--- config.mk ---
export PLATFORM = sky130hd
export DESIGN_NAME = ext_bus_sequencer
export DESIGN_NICKNAME = d
export VERILOG_FILES = /design/src/common/ext_bus_pkg.sv /design/src/hw/ext_bus_sequencer.sv /design/src/hw/sync_2ff.sv
export VERILOG_INCLUDE_DIRS = /design/src /design/src/common
export SDC_FILE = /design/constraint.sdc
export NUM_CORES = 1
export LEC_CHECK = 0
export BUFFER_PORTS_ARGS = -buffer_cell sky130_fd_sc_hd__buf_4
export CORE_ASPECT_RATIO = 0.75
export CORE_MARGIN = 1
export CORE_UTILIZATION = 61
export DETAILED_ROUTE_END_ITERATION = 10
export PLACE_DENSITY_LB_ADDON = 0.15
export SYNTH_ARGS = -nofsm -noshare
export SYNTH_HDL_FRONTEND = slang
export SYNTH_SLANG_ARGS = --single-unit
export TNS_END_PERCENT = 100
--- constraint.sdc ---
create_clock -name i_clk -period 10.2 [get_ports i_clk]
set_input_delay 2.04 -clock i_clk [delete_from_list [all_inputs] [get_ports i_clk]]
set_output_delay 2.04 -clock i_clk [all_outputs]
set_load 0.03 [all_outputs]
--- src/common/ext_bus_cfg.svh ---
// Offsets, field positions and reset values of the sequencer.
// Assumes inclusion by bare name from files that need these figures.
`ifndef EXT_BUS_CFG_SVH
`define EXT_BUS_CFG_SVH

// ****************************************
// Register byte offsets
// ****************************************
`define OFF_CTRL 8'h00
`define OFF_ADDR 8'h04
`define OFF_WDATA 8'h08
`define OFF_CMD 8'h0C
`define OFF_STATUS 8'h10
`define OFF_RDATA 8'h14
`define OFF_TIM0 8'h20
`define OFF_TIM3 8'h2C

// ****************************************
// Field positions
// ****************************************
`define CTRL_RDY_POL_BIT 0
`define CMD_CS_LSB 0
`define CMD_WRITE_BIT 2
`define CMD_UBE_BIT 3
`define STAT_BUSY_BIT 0
`define STAT_DONE_BIT 1
`define TIM_AS2_BIT 0
`define TIM_WIN_LSB 1
`define TIM_CMD_LSB 3
`define TIM_DSET_BIT 5
`define TIM_ACC_LSB 6
`define TIM_HOLD_LSB 11
`define TIM_RDY_EN_BIT 13
`define TIM_RDY_ASYNC_BIT 14
`define TIM_MUX_BIT 15

// ****************************************
// Reset values
// ****************************************
`define RST_CTRL 1'h0
`define RST_TIM 16'h0000

`endif

--- src/common/ext_bus_pkg.sv ---
// Types shared by the external bus sequencer.
// Assumes ext_bus_cfg.svh for the numeric figures.
package ext_bus_pkg;

    typedef enum logic [5:0] {
        S_IDLE = 6'h01,
        S_ADDR = 6'h02,
        S_CMD = 6'h04,
        S_DSET = 6'h08,
        S_ACC = 6'h10,
        S_HOLD = 6'h20
    } phase_e;

    typedef logic [4:0] count_t;
    typedef logic [5:0] len_t;
    typedef logic [15:0] timing_t;

endpackage

--- src/hw/ext_bus_sequencer.sv ---
// External bus cycle sequencer with APB register access.
// Assumes an APB master on i_clk and an external memory or peripheral on the pins.
`timescale 1ns/1ps
`include "ext_bus_cfg.svh"

module ext_bus_sequencer (
    input wire logic i_clk,
    input wire logic i_rst_n,
    input wire logic i_psel,
    input wire logic i_penable,
    input wire logic i_pwrite,
    input wire logic [7:0] i_paddr,
    input wire logic [31:0] i_pwdata,
    output logic [31:0] o_prdata,
    output logic o_pready,
    output logic o_pslverr,
    output logic [23:0] o_addr,
    output logic o_ale,
    output logic o_rd_n,
    output logic o_wr_n,
    output logic o_upper_byte_enable_n,
    output logic [3:0] o_cs_n,
    input wire logic [15:0] i_data,
    output logic [15:0] o_data,
    output logic o_data_oe,
    input wire logic i_ready,
    output logic o_bus_reference_clock
);

    // ****************************************
    // Phase arithmetic
    // ****************************************
    function automatic ext_bus_pkg::len_t phase_len(input ext_bus_pkg::phase_e p,
        input ext_bus_pkg::timing_t t, input logic chg);
        ext_bus_pkg::len_t l;
        l = 6'h00;
        unique case (p)
            ext_bus_pkg::S_ADDR: l = 6'h01 + {5'h00, t[`TIM_AS2_BIT]}
                + (chg ? {4'h0, t[`TIM_WIN_LSB +: 2]} : 6'h00);
            ext_bus_pkg::S_CMD: l = {4'h0, t[`TIM_CMD_LSB +: 2]};
            ext_bus_pkg::S_DSET: l = {5'h00, t[`TIM_DSET_BIT]};
            ext_bus_pkg::S_ACC: l = {1'h0, t[`TIM_ACC_LSB +: 5]} + 6'h01;
            ext_bus_pkg::S_HOLD: l = {4'h0, t[`TIM_HOLD_LSB +: 2]};
            ext_bus_pkg::S_IDLE: l = 6'h00;
        endcase
        return l;
    endfunction

    // Zero-length phases are skipped, so every cycle walks the same order
    function automatic ext_bus_pkg::phase_e next_phase(input ext_bus_pkg::phase_e p,
        input ext_bus_pkg::timing_t t);
        ext_bus_pkg::phase_e n;
        n = ext_bus_pkg::S_IDLE;
        unique case (p)
            ext_bus_pkg::S_IDLE: n = ext_bus_pkg::S_ADDR;
            ext_bus_pkg::S_ADDR: n = (t[`TIM_CMD_LSB +: 2] != 2'h0) ? ext_bus_pkg::S_CMD
                : t[`TIM_DSET_BIT] ? ext_bus_pkg::S_DSET : ext_bus_pkg::S_ACC;
            ext_bus_pkg::S_CMD: n = t[`TIM_DSET_BIT] ? ext_bus_pkg::S_DSET
                : ext_bus_pkg::S_ACC;
            ext_bus_pkg::S_DSET: n = ext_bus_pkg::S_ACC;
            ext_bus_pkg::S_ACC: n = (t[`TIM_HOLD_LSB +: 2] != 2'h0) ? ext_bus_pkg::S_HOLD
                : ext_bus_pkg::S_IDLE;
            ext_bus_pkg::S_HOLD: n = ext_bus_pkg::S_IDLE;
        endcase
        return n;
    endfunction

    function automatic ext_bus_pkg::count_t len_m1(input ext_bus_pkg::len_t l);
        ext_bus_pkg::len_t d;
        d = l - 6'h01;
        return d[4:0];
    endfunction

    // ****************************************
    // Registers and pin sampling
    // ****************************************
    ext_bus_pkg::phase_e state_reg, state_next;
    ext_bus_pkg::count_t cnt_reg, cnt_next;
    ext_bus_pkg::timing_t tim_reg [0:3];
    ext_bus_pkg::timing_t cur_reg;
    logic ctrl_pol_reg;
    logic [23:0] addr_reg;
    logic [15:0] wdata_reg, rdata_reg;
    logic [1:0] cs_reg, last_cs_reg;
    logic wr_reg, ube_reg, first_reg, done_reg, waited_reg, refclk_reg, rdy_s3_reg;
    logic [15:0] data_s2;
    logic rdy_s2;

    sync_2ff #(.W(16)) u_data_sync (.i_clk(i_clk), .i_async(i_data), .o_sync(data_s2));
    sync_2ff #(.W(1)) u_rdy_sync (.i_clk(i_clk), .i_async(i_ready), .o_sync(rdy_s2));

    // Extra stage for asynchronous ready costs a wait state but removes setup limits
    always_ff @(posedge i_clk)
    begin
        rdy_s3_reg <= rdy_s2;
    end

    logic wr_acc, rd_acc, start, acc_end, rdy_active, hs_on, async_on, win_chg;
    logic [3:0] idx;
    assign wr_acc = i_psel && i_penable && i_pwrite;
    assign rd_acc = i_psel && i_penable && !i_pwrite;
    assign idx = i_paddr[5:2];
    assign start = wr_acc && (i_paddr == `OFF_CMD) && (state_reg == ext_bus_pkg::S_IDLE);
    assign win_chg = first_reg || (i_pwdata[`CMD_CS_LSB +: 2] != last_cs_reg);
    assign hs_on = cur_reg[`TIM_RDY_EN_BIT];
    assign async_on = cur_reg[`TIM_RDY_ASYNC_BIT];
    assign rdy_active = ((async_on ? rdy_s3_reg : rdy_s2) == ctrl_pol_reg);
    assign acc_end = (cnt_reg == 5'h00)
        && (!hs_on || (rdy_active && (!async_on || waited_reg)));

    // ****************************************
    // Phase sequencer
    // ****************************************
    always_comb
    begin
        state_next = state_reg;
        cnt_next = (cnt_reg != 5'h00) ? cnt_reg - 5'h01 : cnt_reg;
        unique case (state_reg)
            ext_bus_pkg::S_IDLE:
                if (start)
                begin
                    state_next = ext_bus_pkg::S_ADDR;
                    cnt_next = len_m1(phase_len(ext_bus_pkg::S_ADDR,
                        tim_reg[i_pwdata[`CMD_CS_LSB +: 2]], win_chg));
                end
            ext_bus_pkg::S_ADDR, ext_bus_pkg::S_CMD, ext_bus_pkg::S_DSET,
            ext_bus_pkg::S_HOLD:
                if (cnt_reg == 5'h00)
                begin
                    state_next = next_phase(state_reg, cur_reg);
                    cnt_next = len_m1(phase_len(state_next, cur_reg, 1'b0));
                end
            ext_bus_pkg::S_ACC:
                if (acc_end)
                begin
                    state_next = next_phase(state_reg, cur_reg);
                    cnt_next = len_m1(phase_len(state_next, cur_reg, 1'b0));
                end
        endcase
    end

    always_ff @(posedge i_clk)
    begin
        if (!i_rst_n)
        begin
            state_reg <= ext_bus_pkg::S_IDLE;
            cnt_reg <= 5'h00;
        end
        else
        begin
            state_reg <= state_next;
            cnt_reg <= cnt_next;
        end
    end

    // Async mode: the first sample point in access is never taken
    always_ff @(posedge i_clk)
    begin
        if (!i_rst_n || state_reg != ext_bus_pkg::S_ACC)
            waited_reg <= 1'b0;
        else if (cnt_reg == 5'h00)
            waited_reg <= 1'b1;
    end

    // ****************************************
    // Cycle request and capture
    // ****************************************
    always_ff @(posedge i_clk)
    begin
        if (!i_rst_n)
        begin
            cs_reg <= 2'h0;
            last_cs_reg <= 2'h0;
            first_reg <= 1'b1;
            wr_reg <= 1'b0;
            ube_reg <= 1'b0;
            cur_reg <= `RST_TIM;
        end
        else if (start)
        begin
            cs_reg <= i_pwdata[`CMD_CS_LSB +: 2];
            last_cs_reg <= i_pwdata[`CMD_CS_LSB +: 2];
            first_reg <= 1'b0;
            wr_reg <= i_pwdata[`CMD_WRITE_BIT];
            ube_reg <= i_pwdata[`CMD_UBE_BIT];
            cur_reg <= tim_reg[i_pwdata[`CMD_CS_LSB +: 2]];
        end
    end

    // Capture on the edge that drops the strobe; address is still held then
    always_ff @(posedge i_clk)
    begin
        if (!i_rst_n)
            rdata_reg <= 16'h0000;
        else if (state_reg == ext_bus_pkg::S_ACC && acc_end && !wr_reg)
            rdata_reg <= data_s2;
    end

    // Set wins over a software clear in the same cycle
    always_ff @(posedge i_clk)
    begin
        if (!i_rst_n)
            done_reg <= 1'b0;
        else if (state_reg != ext_bus_pkg::S_IDLE && state_next == ext_bus_pkg::S_IDLE)
            done_reg <= 1'b1;
        else if (wr_acc && i_paddr == `OFF_STATUS && i_pwdata[`STAT_DONE_BIT])
            done_reg <= 1'b0;
    end

    // ****************************************
    // Software registers
    // ****************************************
    always_ff @(posedge i_clk)
    begin
        if (!i_rst_n)
        begin
            ctrl_pol_reg <= `RST_CTRL;
            addr_reg <= 24'h000000;
            wdata_reg <= 16'h0000;
            for (int i = 0; i < 4; i++)
                tim_reg[i] <= `RST_TIM;
        end
        else if (wr_acc && state_reg == ext_bus_pkg::S_IDLE)
        begin
            // Address and data are frozen while a cycle runs
            if (i_paddr == `OFF_CTRL)
                ctrl_pol_reg <= i_pwdata[`CTRL_RDY_POL_BIT];
            if (i_paddr == `OFF_ADDR)
                addr_reg <= i_pwdata[23:0];
            if (i_paddr == `OFF_WDATA)
                wdata_reg <= i_pwdata[15:0];
            if (i_paddr >= `OFF_TIM0 && i_paddr <= `OFF_TIM3 && i_paddr[1:0] == 2'h0)
                tim_reg[idx[1:0]] <= i_pwdata[15:0];
        end
    end

    always_comb
    begin
        o_prdata = 32'h00000000;
        o_pslverr = 1'b0;
        if (i_paddr == `OFF_CTRL)
            o_prdata = {31'h00000000, ctrl_pol_reg};
        else if (i_paddr == `OFF_ADDR)
            o_prdata = {8'h00, addr_reg};
        else if (i_paddr == `OFF_WDATA)
            o_prdata = {16'h0000, wdata_reg};
        else if (i_paddr == `OFF_CMD)
            o_prdata = {28'h0000000, ube_reg, wr_reg, cs_reg};
        else if (i_paddr == `OFF_STATUS)
            o_prdata = {30'h00000000, done_reg, state_reg != ext_bus_pkg::S_IDLE};
        else if (i_paddr == `OFF_RDATA)
            o_prdata = {16'h0000, rdata_reg};
        else if (i_paddr >= `OFF_TIM0 && i_paddr <= `OFF_TIM3 && i_paddr[1:0] == 2'h0)
            o_prdata = {16'h0000, tim_reg[idx[1:0]]};
        else
            o_pslverr = i_psel && i_penable;
    end
    assign o_pready = 1'b1;

    // ****************************************
    // Bus pins
    // ****************************************
    always_ff @(posedge i_clk)
    begin
        if (!i_rst_n)
            refclk_reg <= 1'b0;
        else
            refclk_reg <= !refclk_reg;
    end
    assign o_bus_reference_clock = refclk_reg;

    logic in_cycle, mux_on;
    assign in_cycle = state_reg != ext_bus_pkg::S_IDLE;
    assign mux_on = cur_reg[`TIM_MUX_BIT];
    assign o_addr = addr_reg;
    assign o_ale = state_reg == ext_bus_pkg::S_ADDR;
    assign o_rd_n = !(state_reg == ext_bus_pkg::S_ACC && !wr_reg);
    assign o_wr_n = !(state_reg == ext_bus_pkg::S_ACC && wr_reg);
    assign o_upper_byte_enable_n = !(in_cycle && ube_reg);
    assign o_cs_n = in_cycle ? ~(4'h1 << cs_reg) : 4'hF;
    // Mux mode: address on data lines in the address phase, lines released in the setup turnaround
    assign o_data = (mux_on && state_reg == ext_bus_pkg::S_ADDR) ? addr_reg[15:0] : wdata_reg;
    assign o_data_oe = (mux_on && state_reg == ext_bus_pkg::S_ADDR)
        || (in_cycle && wr_reg && (state_reg == ext_bus_pkg::S_ACC
        || state_reg == ext_bus_pkg::S_HOLD
        || (state_reg == ext_bus_pkg::S_DSET && !mux_on)));

    // ****************************************
    // Checks
    // ****************************************
    logic [5:0] ph_cnt_reg;
    always_ff @(posedge i_clk)
    begin
        if (!i_rst_n || state_next != state_reg)
            ph_cnt_reg <= 6'h01;
        else if (ph_cnt_reg != 6'h3F)
            ph_cnt_reg <= ph_cnt_reg + 6'h01;
    end
endmodule // ext_bus_sequencer

--- src/hw/sync_2ff.sv ---
// Two-stage synchroniser for pin inputs.
// Assumes inputs asynchronous to i_clk; the first stage feeds only the second.
`timescale 1ns/1ps

module sync_2ff #(
    parameter int W = 1
) (
    input wire logic i_clk,
    input wire logic [W-1:0] i_async,
    output logic [W-1:0] o_sync
);

    logic [W-1:0] meta_reg;

    always_ff @(posedge i_clk)
    begin
        meta_reg <= i_async;
        o_sync <= meta_reg;
    end

endmodule // sync_2ff

# Word-level counts from Yosys, hierarchy flattened
# Memory sizes are Yosys's and may differ from the RTL's.
# Index checks and enable logic that the tools add are counted.
[op_classes]
reduce_logical = 49
shift = 1
n_bitwise = 1
muxes = 53
n_eq_ne = 28
n_addsub = 8
magnitude_cmp = 2
[op_table]
columns = ["op", "n"]
rows = [
  ["2-to-1 mux 16 bit", 7],
  ["case mux 5 bit (6 select lines)", 2],
  ["2-to-1 mux 5 bit", 11],
  ["2-to-1 mux 6 bit", 9],
  ["2-to-1 mux 24 bit", 2],
  ["case mux 6 bit (6 select lines)", 1],
  ["== test 6 x 1 -> 1 bit, second input constant", 4],
  ["logical AND 1 bit", 21],
  ["subtractor 5 x 1 -> 5 bit, second input constant", 4],
  ["== test 6 x 2 -> 1 bit, second input constant", 3],
  ["== test 6 x 3 -> 1 bit, second input constant", 3],
  ["== test 6 x 4 -> 1 bit, second input constant", 3],
  ["== test 6 x 5 -> 1 bit, second input constant", 3],
  ["== test 6 bit, second input constant", 3],
  ["case mux 6 bit (3 select lines)", 1],
  ["== test 8 x 4 -> 1 bit, second input constant", 2],
  ["== test 8 x 5 -> 1 bit, second input constant", 2],
  ["2-to-1 mux 1 bit", 16],
  ["OR reduction 16 bit", 1],
  ["case mux 5 bit (3 select lines)", 1],
  ["logical NOT 1 bit", 9],
  ["== test 8 x 3 -> 1 bit, second input constant", 1],
  [">= comparator 8 x 6 -> 1 bit, second input constant", 1],
  ["less-or-equal comparator 8 x 6 -> 1 bit, second input constant", 1],
  ["other kinds (19)", 31],
]
[word_totals]
memories = 1
wordCells = 162
mem_bits_rw = 64
regBits = 127
input_bits = 62
[mem_list]
columns = ["memory", "depth", "width", "read_ports", "rd_ports_with_merged_regs", "write_ports", "line", "text"]
rows = [
  ["tim_reg", 4, 16, 2, 0, 4, "ext_bus_sequencer.sv:79", "ext_bus_pkg::timing_t tim_reg [0:3];"],
]

# Longest topological paths before layout
# Gate-level depths: netlist of the first run.
[logic_depth]
ltp_word = 14
depth_mapped = 14
ltp_nobuf = 12

# Modules after synthesis
# A second synthesis of the first run with hierarchy kept.
[hier_totals]
cells_unflattened = 875
area_unflattened_um2 = 8834.7
[by_module_without_submodules]
columns = ["mod", "cells_each", "seq_area_each_um2", "area_per_inst_um2", "n_inst"]
rows = [
  ["ext_bus_sequencer", 841, 3743.6, 8154.1, 1],
  ["sync_2ff at u_data_sync", 32, 640.6, 640.6, 1],
  ["sync_2ff at u_rdy_sync", 2, 40.0, 40.0, 1],
]

# Worst setup path after synthesis of the first run
# OpenSTA, ideal clock, no wires.
[synth_timing]
path_kind = "input -> output"
start = "input port i_paddr[1]"
end = "output port o_prdata[10]"
stages = 8
setup_slack_ns = 3.693
required_time_ns = 8.160
arrival_time_ns = 4.467
cell_sequence = "or4_1 clkbuf_1 or3b_2 nor2_1 buf_2 a22o_1 a21oi_1 o21ai_0"
[synth_via]
elab_chain_cells = 10
elab_cells_between_ends = 18
cone_classes = "order compare: 2; eq/ne: 5; mux: 7; reduce/logical: 4"
[synth_lines]
columns = ["item", "line", "text"]
rows = [
  ["start: declaration", "ext_bus_sequencer.sv:12", "input wire logic [7:0] i_paddr,"],
  [">= comparator 8 x 6 -> 1 bit (no line) or less-or-equal comparator 8 x 6 -> 1 bit (tied branches)", "-", ""],
  ["logical AND 1 bit (no line)", "-", ""],
  ["logical AND 1 bit", "ext_bus_sequencer.sv:253", "else if (i_paddr >= `OFF_TIM0 && i_paddr <= `OFF_TIM3 && i_paddr[1:0] == 2'h0)"],
  ["2-to-1 mux 16 bit", "ext_bus_sequencer.sv:253", ""],
  ["2-to-1 mux 16 bit", "ext_bus_sequencer.sv:251", "else if (i_paddr == `OFF_RDATA)"],
  ["2-to-1 mux 16 bit", "ext_bus_sequencer.sv:249", "else if (i_paddr == `OFF_STATUS)"],
  ["2-to-1 mux 16 bit", "ext_bus_sequencer.sv:247", "else if (i_paddr == `OFF_CMD)"],
  ["2-to-1 mux 16 bit", "ext_bus_sequencer.sv:245", "else if (i_paddr == `OFF_WDATA)"],
  ["2-to-1 mux 24 bit", "ext_bus_sequencer.sv:243", "else if (i_paddr == `OFF_ADDR)"],
  ["2-to-1 mux 24 bit *", "ext_bus_sequencer.sv:241", "if (i_paddr == `OFF_CTRL)"],
  ["end: declaration", "ext_bus_sequencer.sv:14", "output logic [31:0] o_prdata,"],
]
# Every way passes the cells marked *; elsewhere a longest branch is shown, timed or not.

# Worst setup path after layout of the first run
[layout_timing]
start = "input port i_paddr[1]"
end = "output port o_prdata[6]"
# Same word-level chain as after synthesis.

==> metrics.md, run 1 <==
| Metric | Value |
|---|---|
| Max reg flops | 64 |
| Initial core utilization | 0.638 |
| Max-Cap Viols | 0 |
| Leakage power | 0.00420 uW |
| Synthesized instance count | 900 |
| Type of the worst setup path | in2out |
| Synth Area in Adders | 0.0140 |
| First-pass GRT wire length | ~38000 microns |
| Height of the die | 107 microns |
| Detailed Route Iter0 Violations | 997 |
| Share of cells above drive strength 1 | 0.235 |
| CP delay by family, top | simple AND/OR/NAND/NOR gates |
| Critical Path, Cell by Cell | buf_4 -> or4_1 -> or3b_2 -> nor2_1 -> a22o_1 -> a21oi_1 -> o21ai_0 -> buf_4 |
| Buf/Inv on CP | 2 |
| CP endpoint kind | output pin |
| Clk slew on worst S/H paths | 70 ps |
| Vias in the first global route | 6730 |
| Status | complete, no violations |
| Final Critical Period | ~7000 ps |
| Post-CTS sizing | 0 |
| Buffer count from post-CTS setup fixing | 0 |
| Post-synth ARST share | 0 |
| CTS tree | done |
| Via Count | 7447 |
| Most common cell on crit path | buf_4 |
| Num rows | 37 |
| Layout net count | about 1100 |
| Total global routing overflow | 0 |
| Initial antenna violation count | 0 |
| Slowest CP cell | nor2_1 |
| GRT Resource Usage Total | 0.334 |
| Core area | 0.0140 sq mm |
| Slowest Stage Delay on Critical Path | 880 ps |
| Layout Cells excl Fill | roughly 1200 |
| Setup crit start kind | primary input |
| Largest net degree at the start of global routing | 62 |
| Crit Reg-Reg Startpoint | state_reg[3] |
| Worst slew pin tran | about 1200 ps |
| Arrival time at the worst endpoint | 4980 ps |
| Clk_lat worst skew | ~430 ps |
| I/O pin count | 146 |
| Post-synthesis xor/xnor area fraction | 0.0118 |
| Compound-cell area share of the yosys netlist | 0.117 |
| Slew HR | 0.228 |
| Drt wl/cell | 20.6 microns |
| Hold crit path type | reg2reg |
| Clock Tree Root | clkbuf_16 |
| Routability congestion estimate | 0.910 |
| Fin. Hold Viols | 0 |
| Area delta synth->final | 17.5% |
| Final setup fails | 0 |
| Critical Path RT | 8160 ps |
| Residual DRC | 0 |
| Post-Syn Area | 0.00892 sq mm |
| DRT Wirelength | 24700 microns |
| Post-Synth Simple-Gate Area | 0.191 |
| First drt pass iteration count | 6 |
| Unrepaired setup endpoints after global routing | no |
| Number of flops mapped to enable cells by yosys | 64 |
| Period utilisation layout | 0.689 |
| Share of the yosys chip area belonging to registers | 0.496 |
| Worst VDD drop | 0.114 mV |
| Die Wd | about 140 microns |
| Post-synth top flop | dfxtp_1 |
| Main combinational cell family by area after synthesis | simple AND/OR/NAND/NOR gates |
| ANT cells | 0 |
| Pins Over Slew Limit | 0 |
| CTS buffer count | 17 |
| Register bit count reported by yosys | 189 |
| Post-DP HPWL | 16400 microns |
| Placed insts | 1167 |
| Fmax | 0.142 GHz |
| Yosys warns | 0 |
| Mux contribution to synthesized area | 0.121 |
| Cts hold-fix bufs | 0 |
| Port bufs | 128 |
| Maximum fanout along the worst path | 14 |
| DP Worst Slack | around 3200 ps |
| Syn_area_per_cell | 9.91 sq um |
| CTS max path bufs | 2 |
| Pwr Density | around 160 mW/mm^2 |
| Worst setup margin | 3180 ps |
| Vias per std cell | 6.21 |
| Count of different cell masters after synthesis | 64 |
| Full die area | 0.0151 sq mm |
| # clock sinks | between 150 and 200 |
| Clk_skew | around 13 ps |
| H-tree depth | 4 |
| Setup crit start | i_paddr[1] |
| Final ANT Viol Nets | 0 |
| Setup TNS | 0 ps |
| Hold Crit Start | u_data_sync.meta_reg[13] |
## layer usage
metal | global-route usage | share of wire | vias up | wire [microns]
met2 | 0.484 | 0.44 | 441 | 10800
met3 | 0.0831 | 0.12 | 45 | 2910
met5 | 0 | 0 | - | 0
met1 | 0.500 | 0.43 | 3574 | 10600
met4 | 0.0860 | 0.016 | 0 | 397
li1 | - | - | 3387 | -
## cell usage after synthesis (all sizes together) (3+ instances only)
master	count	area share
nand2	164	0.069
dfxtp	125	0.28
a21oi	88	0.049
edfxtp	64	0.22
and3	55	0.039
clkbuf	47	0.020
nor2	47	0.020
mux4	31	0.078
buf	28	0.018
o21ai	26	0.015
inv	23	0.0097
mux2i	19	0.021
mux2	17	0.021
and2	16	0.011
nand3	14	0.0079
a22o	12	0.012
nor3	11	0.0062
ha	10	0.014
nand2b	7	0.0049
nor4	7	0.0090
a31oi	6	0.0042
xnor2	6	0.0059
xor2	6	0.0059
nor2b	5	0.0035
a211oi	4	0.0039
nand4	4	0.0028
nand4b	4	0.0039
o211ai	4	0.0034
o22ai	4	0.0035
a221oi	3	0.0029
a22oi	3	0.0025
nor4b	3	0.0029
or3	3	0.0021
## kinds of logic after synthesis
logic type	Yosys count
AND/OR/NAND/NOR	350
other	2
adder cells (fa/ha/maj)	10
AO/OA/AOI/OAI	171
multiplexers	67
flip-flops	189
XOR/XNOR	12
buffers and inverters	99
## worst paths after layout
check,to,slack (ps),cells after the start
worst min register to register,u_data_sync.o_sync[13],330,0
worst min-delay path,u_data_sync.o_sync[13],330,0
worst max-delay path,o_prdata[6],3180,8
worst max register to register,tim_reg[0][9],6330,6
## stage by stage
step	cell area, sq um	hold WS [ps]	utilization	power [uW]
after floorplan	8940	310	-	944
after global placement	9930	310	0.710	997
after detailed placement	9930	313	0.710	1000
after CTS	10500	331	0.750	1620
after global routing	10500	336	0.750	1670
final	10500	327	0.750	1630
## where the power goes
| part | switching, uW | internal (uW) |
|---|---|---|
| combinational | 103 | 71.3 |
| clock | 313 | 323 |
| sequential | 14.8 | 800 |
## cell type report
class,instances,area (sq um)
timing repair buffer,140,1050
sequential,189,4420
inverter,24,90.1
clock buffer,18,429
fill,1004,3500
multi-input combinational,619,4120
clock inverter,14,125
tap,195,244
## cell usage in the layout (no fill, tap or decap), drive strengths merged, types with 4 or more instances in the layout
master  Yosys  layout
o21ai      26      26
ha         10      10
clkbuf     47      18
o22ai       4       4
a22o       12      12
conb        2       9
mux4       31      31
xor2        6       6
nand2     164     164
nor2b       5       5
buf        28     140
dfxtp     125     125
nand4b      4       4
a211oi      4       4
a21oi      88      88
nor4        7       7
mux2i      19      19
nor3       11      11
xnor2       6       6
and2       16      16
mux2       17      17
edfxtp     64      64
inv        23      34
a31oi       6       6
nor2       47      47
nand3      14      14
and3       55      55
o211ai      4       4
nand4       4       4
nand2b      7       7
Note: power is estimated with default switching activity, not from simulation.
==> run 2: changes to the inputs <==
Settings changed: CORE_UTILIZATION 61 to 51.
Clock period 10.2 ns to 5.84 ns, I/O delays scaled along.
==> run 2 against run 1 <==
Critical path type unchanged. Count of clock-buffer cells in the layout shrank 1. Largest power group unchanged. Largest cell class unchanged. Register-to-register slack lost 4100 ps. Clock skew shrank 2.0 ps.
==> metrics.md, run 2 (synthesis gave the netlist of run 1 again) <==
| Metric | Value |
|---|---|
| Initial core utilization | 0.525 (was 0.638) |
| CP endpoint kind | output pin (unchanged) |
| Area of placed instances | 0.0100 sq mm (was 0.00993 sq mm) |
| Core area | 0.0170 sq mm (was 0.0140 sq mm) |
| Num rows | 41 (was 37) |
| Pwr Density | 270 mW/mm^2 (was 155 mW/mm^2) |
| Final ANT Viol Nets | 0 (unchanged) |
| Critical Path, Cell by Cell | buf_4 -> or4_1 -> or3_1 -> nor2_1 -> buf_4 -> o21ai_0 -> buf_4 (was buf_4 -> or4_1 -> or3b_2 -> nor2_1 -> a22o_1 -> a21oi_1 -> o21ai_0 -> buf_4) |
| Buf/Inv on CP | 3 (was 2) |
| CP delay by family, top | simple AND/OR/NAND/NOR gates (unchanged) |
| Status | complete, no violations (unchanged) |
| Critical Path RT | 4670 ps (was 8160 ps) |
| Drt wl/cell | 20.0 microns (was 20.6 microns) |
| Sw Ratio | 0.270 (was 0.265) |
| Detailed Route Iter0 Violations | 820 (was 997) |
| Most frequent cells in the layout | nand2_1 (164), buf_4 (146), dfxtp_1 (125) (was nand2_1 (164), buf_4 (140), dfxtp_1 (125)) |
| Residual DRC | 0 (unchanged) |
| Type of the worst setup path | in2out (unchanged) |
| Post-route cell area | 0.0106 sq mm (was 0.0105 sq mm) |
| First-pass GRT wire length | 37900 microns (was 37700 microns) |
| Worst slew pin tran | 1080 ps (was 1150 ps) |
| First drt pass iteration count | 5 (was 6) |
| Leakage power | 0.00424 uW (was 0.00420 uW) |
| Arrival time at the worst endpoint | 3600 ps (was 4980 ps) |
| Slowest CP cell | or4_1 (was nor2_1) |
| Cells on worst reg2reg path | 7 (was 6) |
| Area delta synth->final | 18.8% (was 17.5%) |
| CTS buffer count | 17 (unchanged) |
| Buffer count from post-CTS setup fixing | 0 (unchanged) |
| Hold Crit Depth | 0 (unchanged) |
| H-tree depth | 4 (unchanged) |
| Via Count | 7296 (was 7447) |
| Placed insts | 1214 (was 1167) |
| Max reg flops | 64 (unchanged) |
| Gate power share | 0.106 (was 0.107) |
| Die Wd | 155 microns (was 142 microns) |
| Clock Tree Root | clkbuf_16 (unchanged) |
| Most common cell on crit path | buf_4 (unchanged) |
| Post-CTS sizing | 0 (unchanged) |
| GRT Resource Usage Total | 0.284 (was 0.334) |
| Layout Cells excl Fill | 1246 (was 1199) |
| Net Switching | 773 uW (was 431 uW) |
| Pins Over Slew Limit | 0 (unchanged) |
| Worst path depth | 7 (was 8) |
| Period utilisation layout | 0.817 |
| Setup TNS | 0 ps (unchanged) |
| Full die area | 0.0180 sq mm (was 0.0151 sq mm) |
| Final Critical Period | 4770 ps |
| Clock power share | 0.398 (was 0.391) |
| Clk_skew | 10.7 ps (was 12.7 ps) |
| Routability congestion estimate | 0.849 (was 0.910) |
| CTS tree | done (unchanged) |
| Fmax | 0.210 GHz |
| Slew HR | 0.275 (was 0.228) |
| Layout net count | 1069 (was 1063) |
| Tot Pwr | 2860 uW (was 1630 uW) |
| DRT Wirelength | 24900 microns (was 24700 microns) |
| Sequential share of power | 0.496 (was 0.501) |
| Fin. Hold Viols | 0 (unchanged) |
| ANT cells | 0 (unchanged) |
| Initial antenna violation count | 0 (unchanged) |
| Clk slew on worst S/H paths | 80 ps (was 70 ps) |
| Max-Cap Viols | 0 (unchanged) |
| I/O pin count | 146 (unchanged) |
| Vias per std cell | 5.86 (was 6.21) |
| Unrepaired setup endpoints after global routing | no (unchanged) |
| # clock sinks | 189 (unchanged) |
| Cell-internal power | 2090 uW (was 1190 uW) |
| Vias in the first global route | 6558 (was 6730) |
| Hold crit path type | reg2reg (unchanged) |
| Share of cells above drive strength 1 | 0.239 (was 0.235) |
| Post-DP HPWL | 17000 microns (was 16400 microns) |
| Cts hold-fix bufs | 0 (unchanged) |
| Largest net degree at the start of global routing | 62 (unchanged) |
| Final setup fails | 0 (unchanged) |
| Total global routing overflow | 0 (unchanged) |
| Maximum fanout along the worst path | 9 (was 14) |
| Height of the die | 117 microns (was 107 microns) |
| Clk_lat worst skew | 440 ps (was 430 ps) |
| Setup crit start kind | primary input (unchanged) |
| CTS max path bufs | 2 (unchanged) |
| Slowest Stage Delay on Critical Path | 680 ps (was 880 ps) |
| Worst VDD drop | 0.195 mV (was 0.114 mV) |
| Port bufs | 128 (unchanged) |
| Commonest non-fill, non-tap cell in the layout | nand2_1 (unchanged) |
[run 2: cell count changes in the layout (fill, tap and decap cells not counted), sizes merged]
cell and change:
clkinvlp -1, buf +6, clkinv +4, clkbuf -1, inv -2
[run 2: power by group through the flow]
stage	clock network, uW	logic [uW]	registers [uW]
2_1_floorplan	0	203	1440
3_3_place_gp	0	298	1450
3_5_place_dp	0	298	1450
4_1_cts	1150	299	1420
5_1_grt	1210	328	1430
6_report	1140	303	1420
[run 2: layout make-up]
type | count | area, sq um
Tap cell | 236 | 295
Clock inverter | 15 | 148
Inverter | 24 | 90.1
Fill cell | 1391 | 6390
Sequential cell | 189 | 4420
Timing Repair Buffer | 146 | 1100
Clock buffer | 17 | 425
Multi-Input combinational cell | 619 | 4110
[run 2: worst paths after layout]
check                                from                     to  slack (ps)
setup / recovery               i_paddr[1]           o_prdata[15]        1070
hold / removal    u_data_sync.meta_reg[0]  u_data_sync.o_sync[0]         330
setup reg to reg             state_reg[3]          tim_reg[0][8]        2190
hold reg to reg   u_data_sync.meta_reg[0]  u_data_sync.o_sync[0]         330
[run 2: stage by stage]
step	hold WS, ps	setup WS, ps	util
3_5_place_dp	314	1070	0.590
6_report	325	1070	0.624
5_1_grt	335	945	0.624
4_1_cts	324	1060	0.624
3_3_place_gp	311	1060	0.590
2_1_floorplan	310	1080	-
[run 2: metal layers]
layer  vias to the layer above  global-route usage  routed length [microns]
met3                        30              0.0709                     2710
met4                         0              0.0785                      350
met1                      3481               0.427                    11300
met5                         -                   0                        0
li1                       3401                   -                        -
met2                       384               0.405                    10600
[run 2: worst reg2reg max path: cells and delay by family (launching register included)]
family / cells / cell delay (ps)
AND/OR/NAND/NOR: 6 / 2430
buffers and inverters: 1 / 410
flip-flops: 1 / 430
